File: src/shared/spc_defs.svh
// Purpose: Offsets, field positions and reset values of the serial port control block
// Assumes: APB byte addresses, one 32-bit word per register
// Notes:   Definitions only
`ifndef SPC_DEFS_SVH
`define SPC_DEFS_SVH

`define SPC_AW          8
`define SPC_DW          32
`define SPC_OFS_CTRL    8'h00
`define SPC_OFS_MODE    8'h04
`define SPC_OFS_STATE   8'h08
`define SPC_OFS_ISTAT   8'h0c
`define SPC_OFS_IEN     8'h10
`define SPC_OFS_ICLR    8'h14

`define SPC_BIT_TIE     7
`define SPC_BIT_RIE     6
`define SPC_BIT_TE      5
`define SPC_BIT_RE      4
`define SPC_BIT_MULTIPROC_WAKEUP_ENABLE    3
`define SPC_BIT_TX_END_IRQ_ENABLE    2
`define SPC_BIT_CLOCK_SOURCE_HI    1
`define SPC_BIT_CLOCK_SOURCE_LO    0
`define SPC_CTRL_W      8
`define SPC_CTRL_RST    8'h00

`define SPC_MODE_COM    0
`define SPC_MODE_MP     1
`define SPC_MODE_W      2
`define SPC_MODE_RST    2'h0

`define SPC_CKS_INT     2'h0
`define SPC_CKS_INT_OUT 2'h1
`define SPC_CKS_EXT     2'h2

`define SPC_NEV         4
`define SPC_EV_TXE      0
`define SPC_EV_RXF      1
`define SPC_EV_RXE      2
`define SPC_EV_TXEND    3

`define SPC_ST_MPB      0
`define SPC_ST_TXE      1
`define SPC_ST_TXEND    2
`define SPC_ST_EXT      3
`define SPC_ST_W        4

`endif

File: src/shared/spc_pkg.sv
// Purpose: Types shared by the serial port control modules
// Assumes: Nothing beyond the defs header
// Notes:   Enums carry no codes
package spc_pkg;
    typedef enum logic [1:0] {SCK_INT_ONLY, SCK_INT_DRIVE, SCK_EXT_IN} sck_role_t;
    typedef enum logic {COMM_ASYNC, COMM_SYNC} comm_mode_t;
    typedef enum logic {APB_SETUP, APB_ANSWER} apb_state_t;
endpackage

File: src/logic/spc_irq_unit.sv
// Purpose: Sticky event status, enable and clear with one level interrupt
// Assumes: Events are same-clock pulses or levels
// Notes:   A set in the cycle of a clear wins
module spc_irq_unit #(
    parameter int N = 4
) (
    // Clock and reset
    input  wire logic         clk,
    input  wire logic         rst_n,
    input  wire logic         ce,
    // Events and software access
    input  wire logic [N-1:0] set_ev,
    input  wire logic         en_wr,
    input  wire logic         clr_wr,
    input  wire logic [N-1:0] wdata,
    // State
    output logic      [N-1:0] status_q,
    output logic      [N-1:0] enable_q,
    output logic              irq_q
);
    always_ff @(posedge clk or negedge rst_n) begin
        if (!rst_n) begin
            enable_q <= '0;
        end else if (ce && en_wr) begin
            enable_q <= wdata;
        end
    end

    for (genvar i = 0; i < N; i++) begin : g_stat
        always_ff @(posedge clk or negedge rst_n) begin
            if (!rst_n) begin
                status_q[i] <= 1'b0;
            end else if (ce) begin
                if (set_ev[i]) begin
                    status_q[i] <= 1'b1;
                end else if (clr_wr && wdata[i]) begin
                    status_q[i] <= 1'b0;
                end
            end
        end

        set_wins_a: assert property (@(posedge clk) disable iff (!rst_n)
            ce && set_ev[i] |=> status_q[i])
            else $error("event lost against a clear");
    end

    always_ff @(posedge clk or negedge rst_n) begin
        if (!rst_n) begin
            irq_q <= 1'b0;
        end else if (ce) begin
            irq_q <= |(status_q & enable_q);
        end
    end
endmodule

File: src/logic/spc_sck_unit.sv
// Purpose: Serial clock pin driver and receiver, transfer clock ticks
// Assumes: bit_tick pulses twice per bit period from the rate generator
// Notes:   Pin input passes two flops before use
module spc_sck_unit (
    // Clock and reset
    input  wire logic               clk,
    input  wire logic               rst_n,
    input  wire logic               ce,
    // Control
    input  wire spc_pkg::sck_role_t role,
    input  wire logic               bit_tick,
    // Pin
    input  wire logic               sck_i,
    output logic                    sck_o,
    output logic                    sck_oe,
    // Transfer clock
    output logic                    xfer_tick
);
    import spc_pkg::*;

    logic meta_q, sync_q, prev_q;

    always_ff @(posedge clk or negedge rst_n) begin
        if (!rst_n) begin
            // Idle-high reset, so no false pin edge after reset
            meta_q <= 1'b1;
            sync_q <= 1'b1;
            prev_q <= 1'b1;
        end else if (ce) begin
            meta_q <= sck_i;
            sync_q <= meta_q;
            prev_q <= sync_q;
        end
    end

    always_ff @(posedge clk or negedge rst_n) begin
        if (!rst_n) begin
            sck_o     <= 1'b1;
            sck_oe    <= 1'b0;
            xfer_tick <= 1'b0;
        end else if (ce) begin
            sck_oe    <= (role == SCK_INT_DRIVE);
            if (role == SCK_EXT_IN) begin
                sck_o     <= 1'b1;
                xfer_tick <= sync_q && !prev_q;
            end else begin
                // Toggle per half bit gives one clock per bit
                if (bit_tick) begin
                    sck_o <= !sck_o;
                end
                xfer_tick <= bit_tick;
            end
        end
    end

    pin_input_a: assert property (@(posedge clk) disable iff (!rst_n)
        ce && role == SCK_EXT_IN |=> !sck_oe)
        else $error("pin driven while clock is external");
    pin_drive_a: assert property (@(posedge clk) disable iff (!rst_n)
        ce && role == SCK_INT_DRIVE |=> sck_oe)
        else $error("pin not driven while clock is internal");
    ext_tick_c: cover property (@(posedge clk) disable iff (!rst_n)
        role == SCK_EXT_IN && xfer_tick);
endmodule

File: src/logic/serial_port_control.sv
// Purpose: Control register of the serial interface unit with APB access
// Assumes: Framing logic and rate generator share CORE_CLK
// Notes:   One wait state per APB transfer; pin clock is synchronised
`include "spc_defs.svh"

// Function
// - Transmit empty request needs its enable
// - Receive full and error need receive interrupt enable
// - Transmission only while transmitter enabled
// - Reception only while receiver enabled
// - Wake-up filter only async multiprocessor mode
// - Filter drops characters with clear multiprocessor bit
// - Set multiprocessor bit clears filter, resumes reception
// - Transmit end request needs its enable
// - Async code 00 uses internal generator
// - Async code 01 also drives pin clock
// - Async code 10 takes sixteen-times pin clock
// - Sync code 00 drives internal clock out
// - Sync code 10 takes clock from pin
// - Mode bit selects async or sync encoding
// - Received multiprocessor bit held while receiver off
module serial_port_control (
    // Clock, enable and reset
    input  wire logic                 CORE_CLK,
    input  wire logic                 RST_N,
    input  wire logic                 CE,
    // APB slave
    input  wire logic [`SPC_AW-1:0]   PADDR,
    input  wire logic                 PSEL,
    input  wire logic                 PENABLE,
    input  wire logic                 PWRITE,
    input  wire logic [`SPC_DW-1:0]   PWDATA,
    output logic      [`SPC_DW-1:0]   PRDATA,
    output logic                      PREADY,
    output logic                      PSLVERR,
    // Transmit side status
    input  wire logic                 TX_EMPTY,
    input  wire logic                 TX_END,
    // Receive side events and flags
    input  wire logic                 RX_DONE,
    input  wire logic                 RX_MPB,
    input  wire logic                 RX_FER,
    input  wire logic                 RX_OVR,
    input  wire logic                 RX_FULL_LVL,
    input  wire logic                 RX_ERR_LVL,
    // Rate generator
    input  wire logic                 BIT_TICK,
    // Serial clock pin
    input  wire logic                 SCK_I,
    output logic                      SCK_O,
    output logic                      SCK_OE,
    // Framing control
    output logic                      TX_ENABLE,
    output logic                      RX_ENABLE,
    output logic                      XFER_TICK,
    output logic                      CLK_EXTERNAL,
    output logic                      RX_FULL_SET,
    output logic                      FER_SET,
    output logic                      OVR_SET,
    // Interrupt requests
    output logic                      TX_EMPTY_IRQ,
    output logic                      RX_FULL_IRQ,
    output logic                      RX_ERROR_IRQ,
    output logic                      TX_END_IRQ,
    output logic                      IRQ
);
    import spc_pkg::*;

    logic [`SPC_CTRL_W-1:0] ctrl_q;
    logic [`SPC_MODE_W-1:0] mode_q;
    logic                   mpb_q;
    apb_state_t             apb_q;
    logic                   hit;
    logic                   acc;
    logic                   wr;
    logic [`SPC_DW-1:0]     rdata_d;
    comm_mode_t             comm;
    logic [1:0]             cks;
    sck_role_t              role;
    logic                   mp_active;
    logic                   rx_take;
    logic                   discard;
    logic                   wake;
    logic                   pass;
    logic [`SPC_NEV-1:0]    ev;
    logic [`SPC_NEV-1:0]    istat;
    logic [`SPC_NEV-1:0]    ien;
    logic [`SPC_ST_W-1:0]   state;

    // Bus decode
    assign hit = (PADDR == `SPC_OFS_CTRL) || (PADDR == `SPC_OFS_MODE)
              || (PADDR == `SPC_OFS_STATE) || (PADDR == `SPC_OFS_ISTAT)
              || (PADDR == `SPC_OFS_IEN) || (PADDR == `SPC_OFS_ICLR);
    assign acc = PSEL && PENABLE && (apb_q == APB_ANSWER);
    assign wr  = acc && PWRITE && hit;

    // Answer one cycle into the access phase
    always_ff @(posedge CORE_CLK or negedge RST_N) begin
        if (!RST_N) begin
            apb_q   <= APB_SETUP;
            PREADY  <= 1'b0;
            PSLVERR <= 1'b0;
            PRDATA  <= '0;
        end else if (CE) begin
            case (apb_q)
                APB_SETUP: begin
                    if (PSEL && PENABLE) begin
                        apb_q   <= APB_ANSWER;
                        PREADY  <= 1'b1;
                        PSLVERR <= !hit;
                        PRDATA  <= PWRITE ? '0 : rdata_d;
                    end
                end
                APB_ANSWER: begin
                    apb_q   <= APB_SETUP;
                    PREADY  <= 1'b0;
                    PSLVERR <= 1'b0;
                    PRDATA  <= '0;
                end
                default: begin
                    apb_q  <= APB_SETUP;
                    PREADY <= 1'b0;
                end
            endcase
        end
    end

    always_comb begin
        rdata_d = '0;
        case (PADDR)
            `SPC_OFS_CTRL:  rdata_d[`SPC_CTRL_W-1:0] = ctrl_q;
            `SPC_OFS_MODE:  rdata_d[`SPC_MODE_W-1:0] = mode_q;
            `SPC_OFS_STATE: rdata_d[`SPC_ST_W-1:0]   = state;
            `SPC_OFS_ISTAT: rdata_d[`SPC_NEV-1:0]    = istat;
            `SPC_OFS_IEN:   rdata_d[`SPC_NEV-1:0]    = ien;
            default:        rdata_d = '0;
        endcase
    end

    assign state[`SPC_ST_MPB]   = mpb_q;
    assign state[`SPC_ST_TXE]   = TX_EMPTY;
    assign state[`SPC_ST_TXEND] = TX_END;
    assign state[`SPC_ST_EXT]   = CLK_EXTERNAL;

    // Wake-up filter state
    // filter scope
    assign comm      = comm_mode_t'(mode_q[`SPC_MODE_COM]);
    assign mp_active = ctrl_q[`SPC_BIT_MULTIPROC_WAKEUP_ENABLE] && mode_q[`SPC_MODE_MP]
                    && (comm == COMM_ASYNC);
    assign rx_take   = RX_DONE && ctrl_q[`SPC_BIT_RE];
    assign discard   = rx_take && mp_active && !RX_MPB;
    assign wake      = rx_take && mp_active && RX_MPB;
    assign pass      = rx_take && !discard;

    // Software write beats the self clear in the same cycle
    always_ff @(posedge CORE_CLK or negedge RST_N) begin
        if (!RST_N) begin
            ctrl_q <= `SPC_CTRL_RST;
        end else if (CE) begin
            if (wr && PADDR == `SPC_OFS_CTRL) begin
                ctrl_q <= PWDATA[`SPC_CTRL_W-1:0];
            end else if (wake) begin
                ctrl_q[`SPC_BIT_MULTIPROC_WAKEUP_ENABLE] <= 1'b0;
            end
        end
    end

    always_ff @(posedge CORE_CLK or negedge RST_N) begin
        if (!RST_N) begin
            mode_q <= `SPC_MODE_RST;
        end else if (CE && wr && PADDR == `SPC_OFS_MODE) begin
            mode_q <= PWDATA[`SPC_MODE_W-1:0];
        end
    end

    always_ff @(posedge CORE_CLK or negedge RST_N) begin
        if (!RST_N) begin
            mpb_q <= 1'b0;
        end else if (CE && rx_take) begin
            mpb_q <= RX_MPB;
        end
    end

    // Status flag strobes to the framing logic
    always_ff @(posedge CORE_CLK or negedge RST_N) begin
        if (!RST_N) begin
            RX_FULL_SET <= 1'b0;
            FER_SET     <= 1'b0;
            OVR_SET     <= 1'b0;
        end else if (CE) begin
            RX_FULL_SET <= pass && !RX_FER && !RX_OVR;
            FER_SET     <= pass && RX_FER;
            OVR_SET     <= pass && RX_OVR;
        end
    end

    always_ff @(posedge CORE_CLK or negedge RST_N) begin
        if (!RST_N) begin
            TX_ENABLE <= 1'b0;
            RX_ENABLE <= 1'b0;
        end else if (CE) begin
            TX_ENABLE <= ctrl_q[`SPC_BIT_TE];
            RX_ENABLE <= ctrl_q[`SPC_BIT_RE];
        end
    end

    // Interrupt requests
    always_ff @(posedge CORE_CLK or negedge RST_N) begin
        if (!RST_N) begin
            TX_EMPTY_IRQ <= 1'b0;
            RX_FULL_IRQ  <= 1'b0;
            RX_ERROR_IRQ <= 1'b0;
            TX_END_IRQ   <= 1'b0;
        end else if (CE) begin
            TX_EMPTY_IRQ <= ctrl_q[`SPC_BIT_TIE] && TX_EMPTY;
            RX_FULL_IRQ  <= ctrl_q[`SPC_BIT_RIE] && RX_FULL_LVL;
            RX_ERROR_IRQ <= ctrl_q[`SPC_BIT_RIE] && RX_ERR_LVL;
            TX_END_IRQ   <= ctrl_q[`SPC_BIT_TX_END_IRQ_ENABLE] && TX_END;
        end
    end

    assign ev[`SPC_EV_TXE]   = TX_EMPTY_IRQ;
    assign ev[`SPC_EV_RXF]   = RX_FULL_IRQ;
    assign ev[`SPC_EV_RXE]   = RX_ERROR_IRQ;
    assign ev[`SPC_EV_TXEND] = TX_END_IRQ;

    spc_irq_unit #(
        .N        (`SPC_NEV)
    ) u_irq (
        .clk      (CORE_CLK),
        .rst_n    (RST_N),
        .ce       (CE),
        .set_ev   (ev),
        .en_wr    (wr && PADDR == `SPC_OFS_IEN),
        .clr_wr   (wr && PADDR == `SPC_OFS_ICLR),
        .wdata    (PWDATA[`SPC_NEV-1:0]),
        .status_q (istat),
        .enable_q (ien),
        .irq_q    (IRQ)
    );

    // Clock source selection
    assign cks = {ctrl_q[`SPC_BIT_CLOCK_SOURCE_HI], ctrl_q[`SPC_BIT_CLOCK_SOURCE_LO]};

    always_comb begin
        role = SCK_INT_ONLY;
        if (comm == COMM_SYNC) begin
            // reserved sync codes act as code 00
            role = (cks == `SPC_CKS_EXT) ? SCK_EXT_IN : SCK_INT_DRIVE;
        end else begin
            case (cks)
                `SPC_CKS_INT_OUT: role = SCK_INT_DRIVE;
                `SPC_CKS_EXT:     role = SCK_EXT_IN;
                default:          role = SCK_INT_ONLY;
            endcase
        end
    end

    always_ff @(posedge CORE_CLK or negedge RST_N) begin
        if (!RST_N) begin
            CLK_EXTERNAL <= 1'b0;
        end else if (CE) begin
            CLK_EXTERNAL <= (role == SCK_EXT_IN);
        end
    end

    spc_sck_unit u_sck (
        .clk       (CORE_CLK),
        .rst_n     (RST_N),
        .ce        (CE),
        .role      (role),
        .bit_tick  (BIT_TICK),
        .sck_i     (SCK_I),
        .sck_o     (SCK_O),
        .sck_oe    (SCK_OE),
        .xfer_tick (XFER_TICK)
    );

    // Checks
    txe_irq_gate_a: assert property (@(posedge CORE_CLK) disable iff (!RST_N)
        $rose(TX_EMPTY_IRQ) |-> $past(ctrl_q[`SPC_BIT_TIE]) && $past(TX_EMPTY))
        else $error("transmit empty request without enable");
    rx_irq_gate_a: assert property (@(posedge CORE_CLK) disable iff (!RST_N)
        CE && !ctrl_q[`SPC_BIT_RIE] |=> !RX_FULL_IRQ && !RX_ERROR_IRQ)
        else $error("receive request without enable");
    tx_en_follow_a: assert property (@(posedge CORE_CLK) disable iff (!RST_N)
        CE |=> TX_ENABLE == $past(ctrl_q[`SPC_BIT_TE]))
        else $error("transmit enable does not follow control");
    rx_off_gate_a: assert property (@(posedge CORE_CLK) disable iff (!RST_N)
        CE && RX_DONE && !ctrl_q[`SPC_BIT_RE] |=> !RX_FULL_SET && !FER_SET && !OVR_SET)
        else $error("flags set while receiver off");
    mp_scope_a: assert property (@(posedge CORE_CLK) disable iff (!RST_N)
        CE && rx_take && (comm == COMM_SYNC) && !RX_FER && !RX_OVR |=> RX_FULL_SET)
        else $error("filter active outside async mode");
    mp_discard_a: assert property (@(posedge CORE_CLK) disable iff (!RST_N)
        CE && discard |=> !RX_FULL_SET && !FER_SET && !OVR_SET)
        else $error("filtered character set a flag");
    mp_wake_a: assert property (@(posedge CORE_CLK) disable iff (!RST_N)
        CE && wake && !wr && !RX_FER && !RX_OVR |=> !ctrl_q[`SPC_BIT_MULTIPROC_WAKEUP_ENABLE] && RX_FULL_SET)
        else $error("wake did not clear filter");
    tx_end_gate_a: assert property (@(posedge CORE_CLK) disable iff (!RST_N)
        CE && !ctrl_q[`SPC_BIT_TX_END_IRQ_ENABLE] |=> !TX_END_IRQ)
        else $error("transmit end request without enable");
    async_int_a: assert property (@(posedge CORE_CLK) disable iff (!RST_N)
        CE && comm == COMM_ASYNC && cks == `SPC_CKS_INT |=> !SCK_OE && !CLK_EXTERNAL)
        else $error("async code 00 misrouted");
    async_drive_a: assert property (@(posedge CORE_CLK) disable iff (!RST_N)
        CE && comm == COMM_ASYNC && cks == `SPC_CKS_INT_OUT |=> SCK_OE && !CLK_EXTERNAL)
        else $error("async code 01 misrouted");
    async_ext_a: assert property (@(posedge CORE_CLK) disable iff (!RST_N)
        CE && comm == COMM_ASYNC && cks == `SPC_CKS_EXT |=> !SCK_OE && CLK_EXTERNAL)
        else $error("async code 10 misrouted");
    sync_ext_a: assert property (@(posedge CORE_CLK) disable iff (!RST_N)
        CE && comm == COMM_SYNC && cks == `SPC_CKS_EXT |=> !SCK_OE && CLK_EXTERNAL)
        else $error("sync code 10 misrouted");
    sync_reserved_a: assert property (@(posedge CORE_CLK) disable iff (!RST_N)
        CE && comm == COMM_SYNC && cks[0] |=> SCK_OE && !CLK_EXTERNAL)
        else $error("reserved sync code not driving clock");
    mpb_hold_a: assert property (@(posedge CORE_CLK) disable iff (!RST_N)
        !ctrl_q[`SPC_BIT_RE] |=> $stable(mpb_q))
        else $error("held multiprocessor bit changed");

    wake_c: cover property (@(posedge CORE_CLK) disable iff (!RST_N) CE && wake);
    discard_c: cover property (@(posedge CORE_CLK) disable iff (!RST_N) CE && discard);
    irq_c: cover property (@(posedge CORE_CLK) disable iff (!RST_N) $rose(IRQ));
    sync_ext_c: cover property (@(posedge CORE_CLK) disable iff (!RST_N)
        CE && CLK_EXTERNAL && comm == COMM_SYNC);
endmodule

File: config.mk
export PLATFORM = sky130hd
export DESIGN_NAME = serial_port_control
export DESIGN_NICKNAME = d
export VERILOG_FILES = /design/src/shared/spc_pkg.sv /design/src/logic/spc_irq_unit.sv /design/src/logic/spc_sck_unit.sv /design/src/logic/serial_port_control.sv
export VERILOG_INCLUDE_DIRS = /design/src /design/src/shared
export SDC_FILE = /design/constraint.sdc
export NUM_CORES = 1
export LEC_CHECK = 0
export CELL_PAD_IN_SITES_DETAIL_PLACEMENT = 1
export CELL_PAD_IN_SITES_GLOBAL_PLACEMENT = 1
export CORE_ASPECT_RATIO = 0.7
export CORE_MARGIN = 2
export CORE_UTILIZATION = 47
export DETAILED_ROUTE_END_ITERATION = 8
export DONT_BUFFER_PORTS = 1
export GPL_ROUTABILITY_DRIVEN = 1
export MAX_ROUTING_LAYER = met4
export PLACE_DENSITY = 0.75
export SLEW_MARGIN = 20
export SYNTH_ARGS = -nofsm -noshare
export SYNTH_HDL_FRONTEND = slang
export SYNTH_SLANG_ARGS = --single-unit
File: constraint.sdc
create_clock -name CORE_CLK -period 2.1 [get_ports CORE_CLK]
set_input_delay 0.105 -clock CORE_CLK [delete_from_list [all_inputs] [get_ports CORE_CLK]]
set_output_delay 0.105 -clock CORE_CLK [all_outputs]
set_load 0.01 [all_outputs]
==> results.toml <==
[run_status]
status = "finished, final reports clean"

[synth]
synth_compound_gate_area_share_pct = 13.3
yosysSeqAreaShare_pct = 50.2
synthesis.area_um2 = 2350
synth_adder_area_share_pct = 0
synth_edf_count = 0
ys.flop_type = "dfrtp_1"
syn_inst = 206
yosys_warnings = 0
ys_ff_latch = 47
synth.distinct_cells = 41
synth_top_family_by_area = "multiplexers"
synthArstFlopShare_pct = 100
synth_xor_area_share_pct = 0
syn_area_per_cell_um2 = 11.4
synth-simple-area-share_pct = 12.0
synth.mux.area_fraction_pct = 13.5

[power_and_ir_drop]
finalPower_mw = 1.75
p_per_area_nw_per_um2 = 653
leakage_nw = 1.21
ir_drop_mv = 0.307

[worst_setup_path]
worstPathRequired_ns = 2.30
critPathTopFamily = "simple AND/OR/NAND/NOR gates"
max_stage_delay_ns = 0.54
crit_arrival_ns = 1.92
worstPathMaxFanout = 9
cp_slowest_cell = "dfrtp_1"
end_kind = "flip-flop"
critPathKind = "reg -> reg"
crit_chain = "nand4b_1, nor4_2, mux2_2"
path_buf_inv = 0
startpoint_type = "flip-flop"

[finish]
final_cell_area_um2 = 2690
final_cells = 299
layout-drive-gt1-share_pct = 15.7
finalNetCount = 285
syn_to_final_growth_pct = 14.0
multi_input_area_um2 = 1000
n_antenna_cell = 0
fillers = 525
regArea_um2 = 1180

[detailed_routing]
wl_per_cell_um = 22.5
drtIter0Drc = 145
drtAntennaViolNets = 0
viasPerCell = 6.01
firstDrtPassIters = 4
vias = 1797
route.detailed.drc = 0
wirelength_um = 6740

[floorplanning]
design.die.area_um2 = 5600
io_pins = 104
initial_utilization_pct = 49.0
die_w_um = 88.6
core.rowCount = 21
die_y_um = 63.2
core_area_um2 = 4810

[sta]
max_freq_mhz = 580
relSlewSlack_pct = 39.3
finalMaxSlewViolations = 0
period_minus_slack_ns = 1.72
finClkSkew_ns = 0.00883
post-route-period-util_pct = 82.1
final.setup.tns_ns = 0
setup_viol = 0
rsz0062_at_grt = "false"
setup_slack_ns = 0.375
tightest_slew_ns = 0.908
hold_viol = 0

[clock_tree]
worstSkewPairLatency_ns = 0.32
cts_tree = "done"
ctsResizeCount = 0
root_buffer = "clkbuf_8"
cts.path.max_buffers = 2
htreeDepth = 2
post_cts_buffers = 0
hold_buffers = 24
clk_pin_slew_ns = 0.09
clkSinkCount = 47
numCtsBuffers = 5

[placement]
io_buffers = 0
place_ws_ns = 0.337
dp.final_hpwl_um = 4300
place.gp.congestion = 0.862
place_area_um2 = 2330
place_inst = 267

[global_routing]
grt_util_all_layers_pct = 25.8
grt_max_degree = 48
grt_pass1_wl_um = 10300
grt-ovfl-total = 0
grt_pass1_vias = 1914
antenna_found_initial = 0

[run]
cap_violations = 0

[min_path]
min_path_type = "in -> reg"
## where the power goes
group | leakage [nW] | total (mW) | switching (mW) | internal (mW)
Combinational | 0.542 | 0.162 | 0.0917 | 0.0700
Clock | 0.0515 | 0.617 | 0.316 | 0.301
Sequential | 0.613 | 0.974 | 0.0334 | 0.940
Total | 1.21 | 1.75 | 0.441 | 1.31
## flip-flops by register name, indices dropped and copies added (netlist names), 2 cells and up
| register | cells |
|---|---|
| ctrl_q | 8 |
| PRDATA | 8 |
| u_irq.enable_q | 4 |
| mode_q | 2 |
| u_irq.status_q | 4 |
## Yosys cell counts, types with 3 or more instances
cell / count / share of area (%)
mux2_2: 18 / 8.6
nand4b_1: 3 / 1.1
o21ai_0: 9 / 1.9
clkbuf_1: 7 / 1.1
nor4_1: 3 / 0.80
o221ai_1: 5 / 1.9
mux2i_1: 7 / 3.0
nor2_1: 5 / 0.80
nand3_1: 9 / 1.9
nand2_1: 4 / 0.64
o41ai_1: 4 / 1.5
inv_1: 11 / 1.8
dfrtp_1: 43 / 46
a21oi_1: 6 / 1.3
a22o_1: 9 / 3.3
dfstp_2: 4 / 4.5
buf_4: 24 / 7.7
## cells by family after synthesis
kind of cell           after synthesis
and+or+nand+nor                     42
other                                1
DFF                                 47
buffers and inverters               44
AOI/OAI and AO/OA                   44
muxes                               28
## through the flow
stage / hold WS, ns / utilization (%)
6_report: 0.0166 / 55.8
5_1_grt: 0.0358 / 55.8
4_1_cts: 0.00718 / 55.8
3_5_place_dp: -0.190 / 48.4
3_3_place_gp: -0.190 / 48.4
2_1_floorplan: -0.191 / -
## path summary, 6_finish.rpt
kind,end,slack (ns),cells past startpoint,startpoint
max,u_irq.enable_q[0]$_DFFE_PN0P_,0.38,3,apb_q$_DFFE_PN0P_
min,PSLVERR$_DFFE_PN0P_,0.02,2,CE
max reg2reg,u_irq.enable_q[0]$_DFFE_PN0P_,0.38,3,apb_q$_DFFE_PN0P_
min reg2reg,mpb_q$_DFFE_PN0P_,0.53,1,mpb_q$_DFFE_PN0P_
max in group asynchronous,u_sck.meta_q$_DFFE_PN1P_,1.53,2,RST_N
min in group asynchronous,ctrl_q[5]$_DFFE_PN0P_,0.29,2,RST_N
## final cells by class
class / instances / share of cell area, %
Timing Repair Buffer: 26 / 10.2
Clock buffer: 8 / 3.73
Tap cell: 69 / 3.22
Inverter: 11 / 1.54
Multi-Input combinational cell: 138 / 37.4
Sequential cell: 47 / 44.0
## routing by layer
layer	track usage (%)	part of all wire [%]	up-vias
met5	-	0	-
met4	12.7	3.1	0
met3	5.90	8.7	17
met2	39.9	47	104
met1	31.9	41	909
li1	-	-	767
## layout by cell type (no fill, tap or decap), types with 2 or more instances in the layout
cell	n
dfrtp_1	43
conb_1	24
dlygate4sd3_1	23
mux2_2	18
inv_1	11
nand3_1	9
o21ai_0	9
a22o_1	9
mux2i_1	7
clkbuf_8	7
a21oi_1	6
nor2_1	5
o221ai_1	5
nand2_1	4
o41ai_1	4
dfstp_2	4
nand4b_1	3
nor4_1	3
or3_1	2
mux2_1	2
nand2b_1	2
nor4bb_1	2
a31oi_1	2
o2bb2ai_1	2
and4b_1	2
a22oi_1	2
nand4_1	2
nor3_1	2
o22ai_1	2
buf_4	2
No activity file was read; power rests on OpenSTA's default activity.
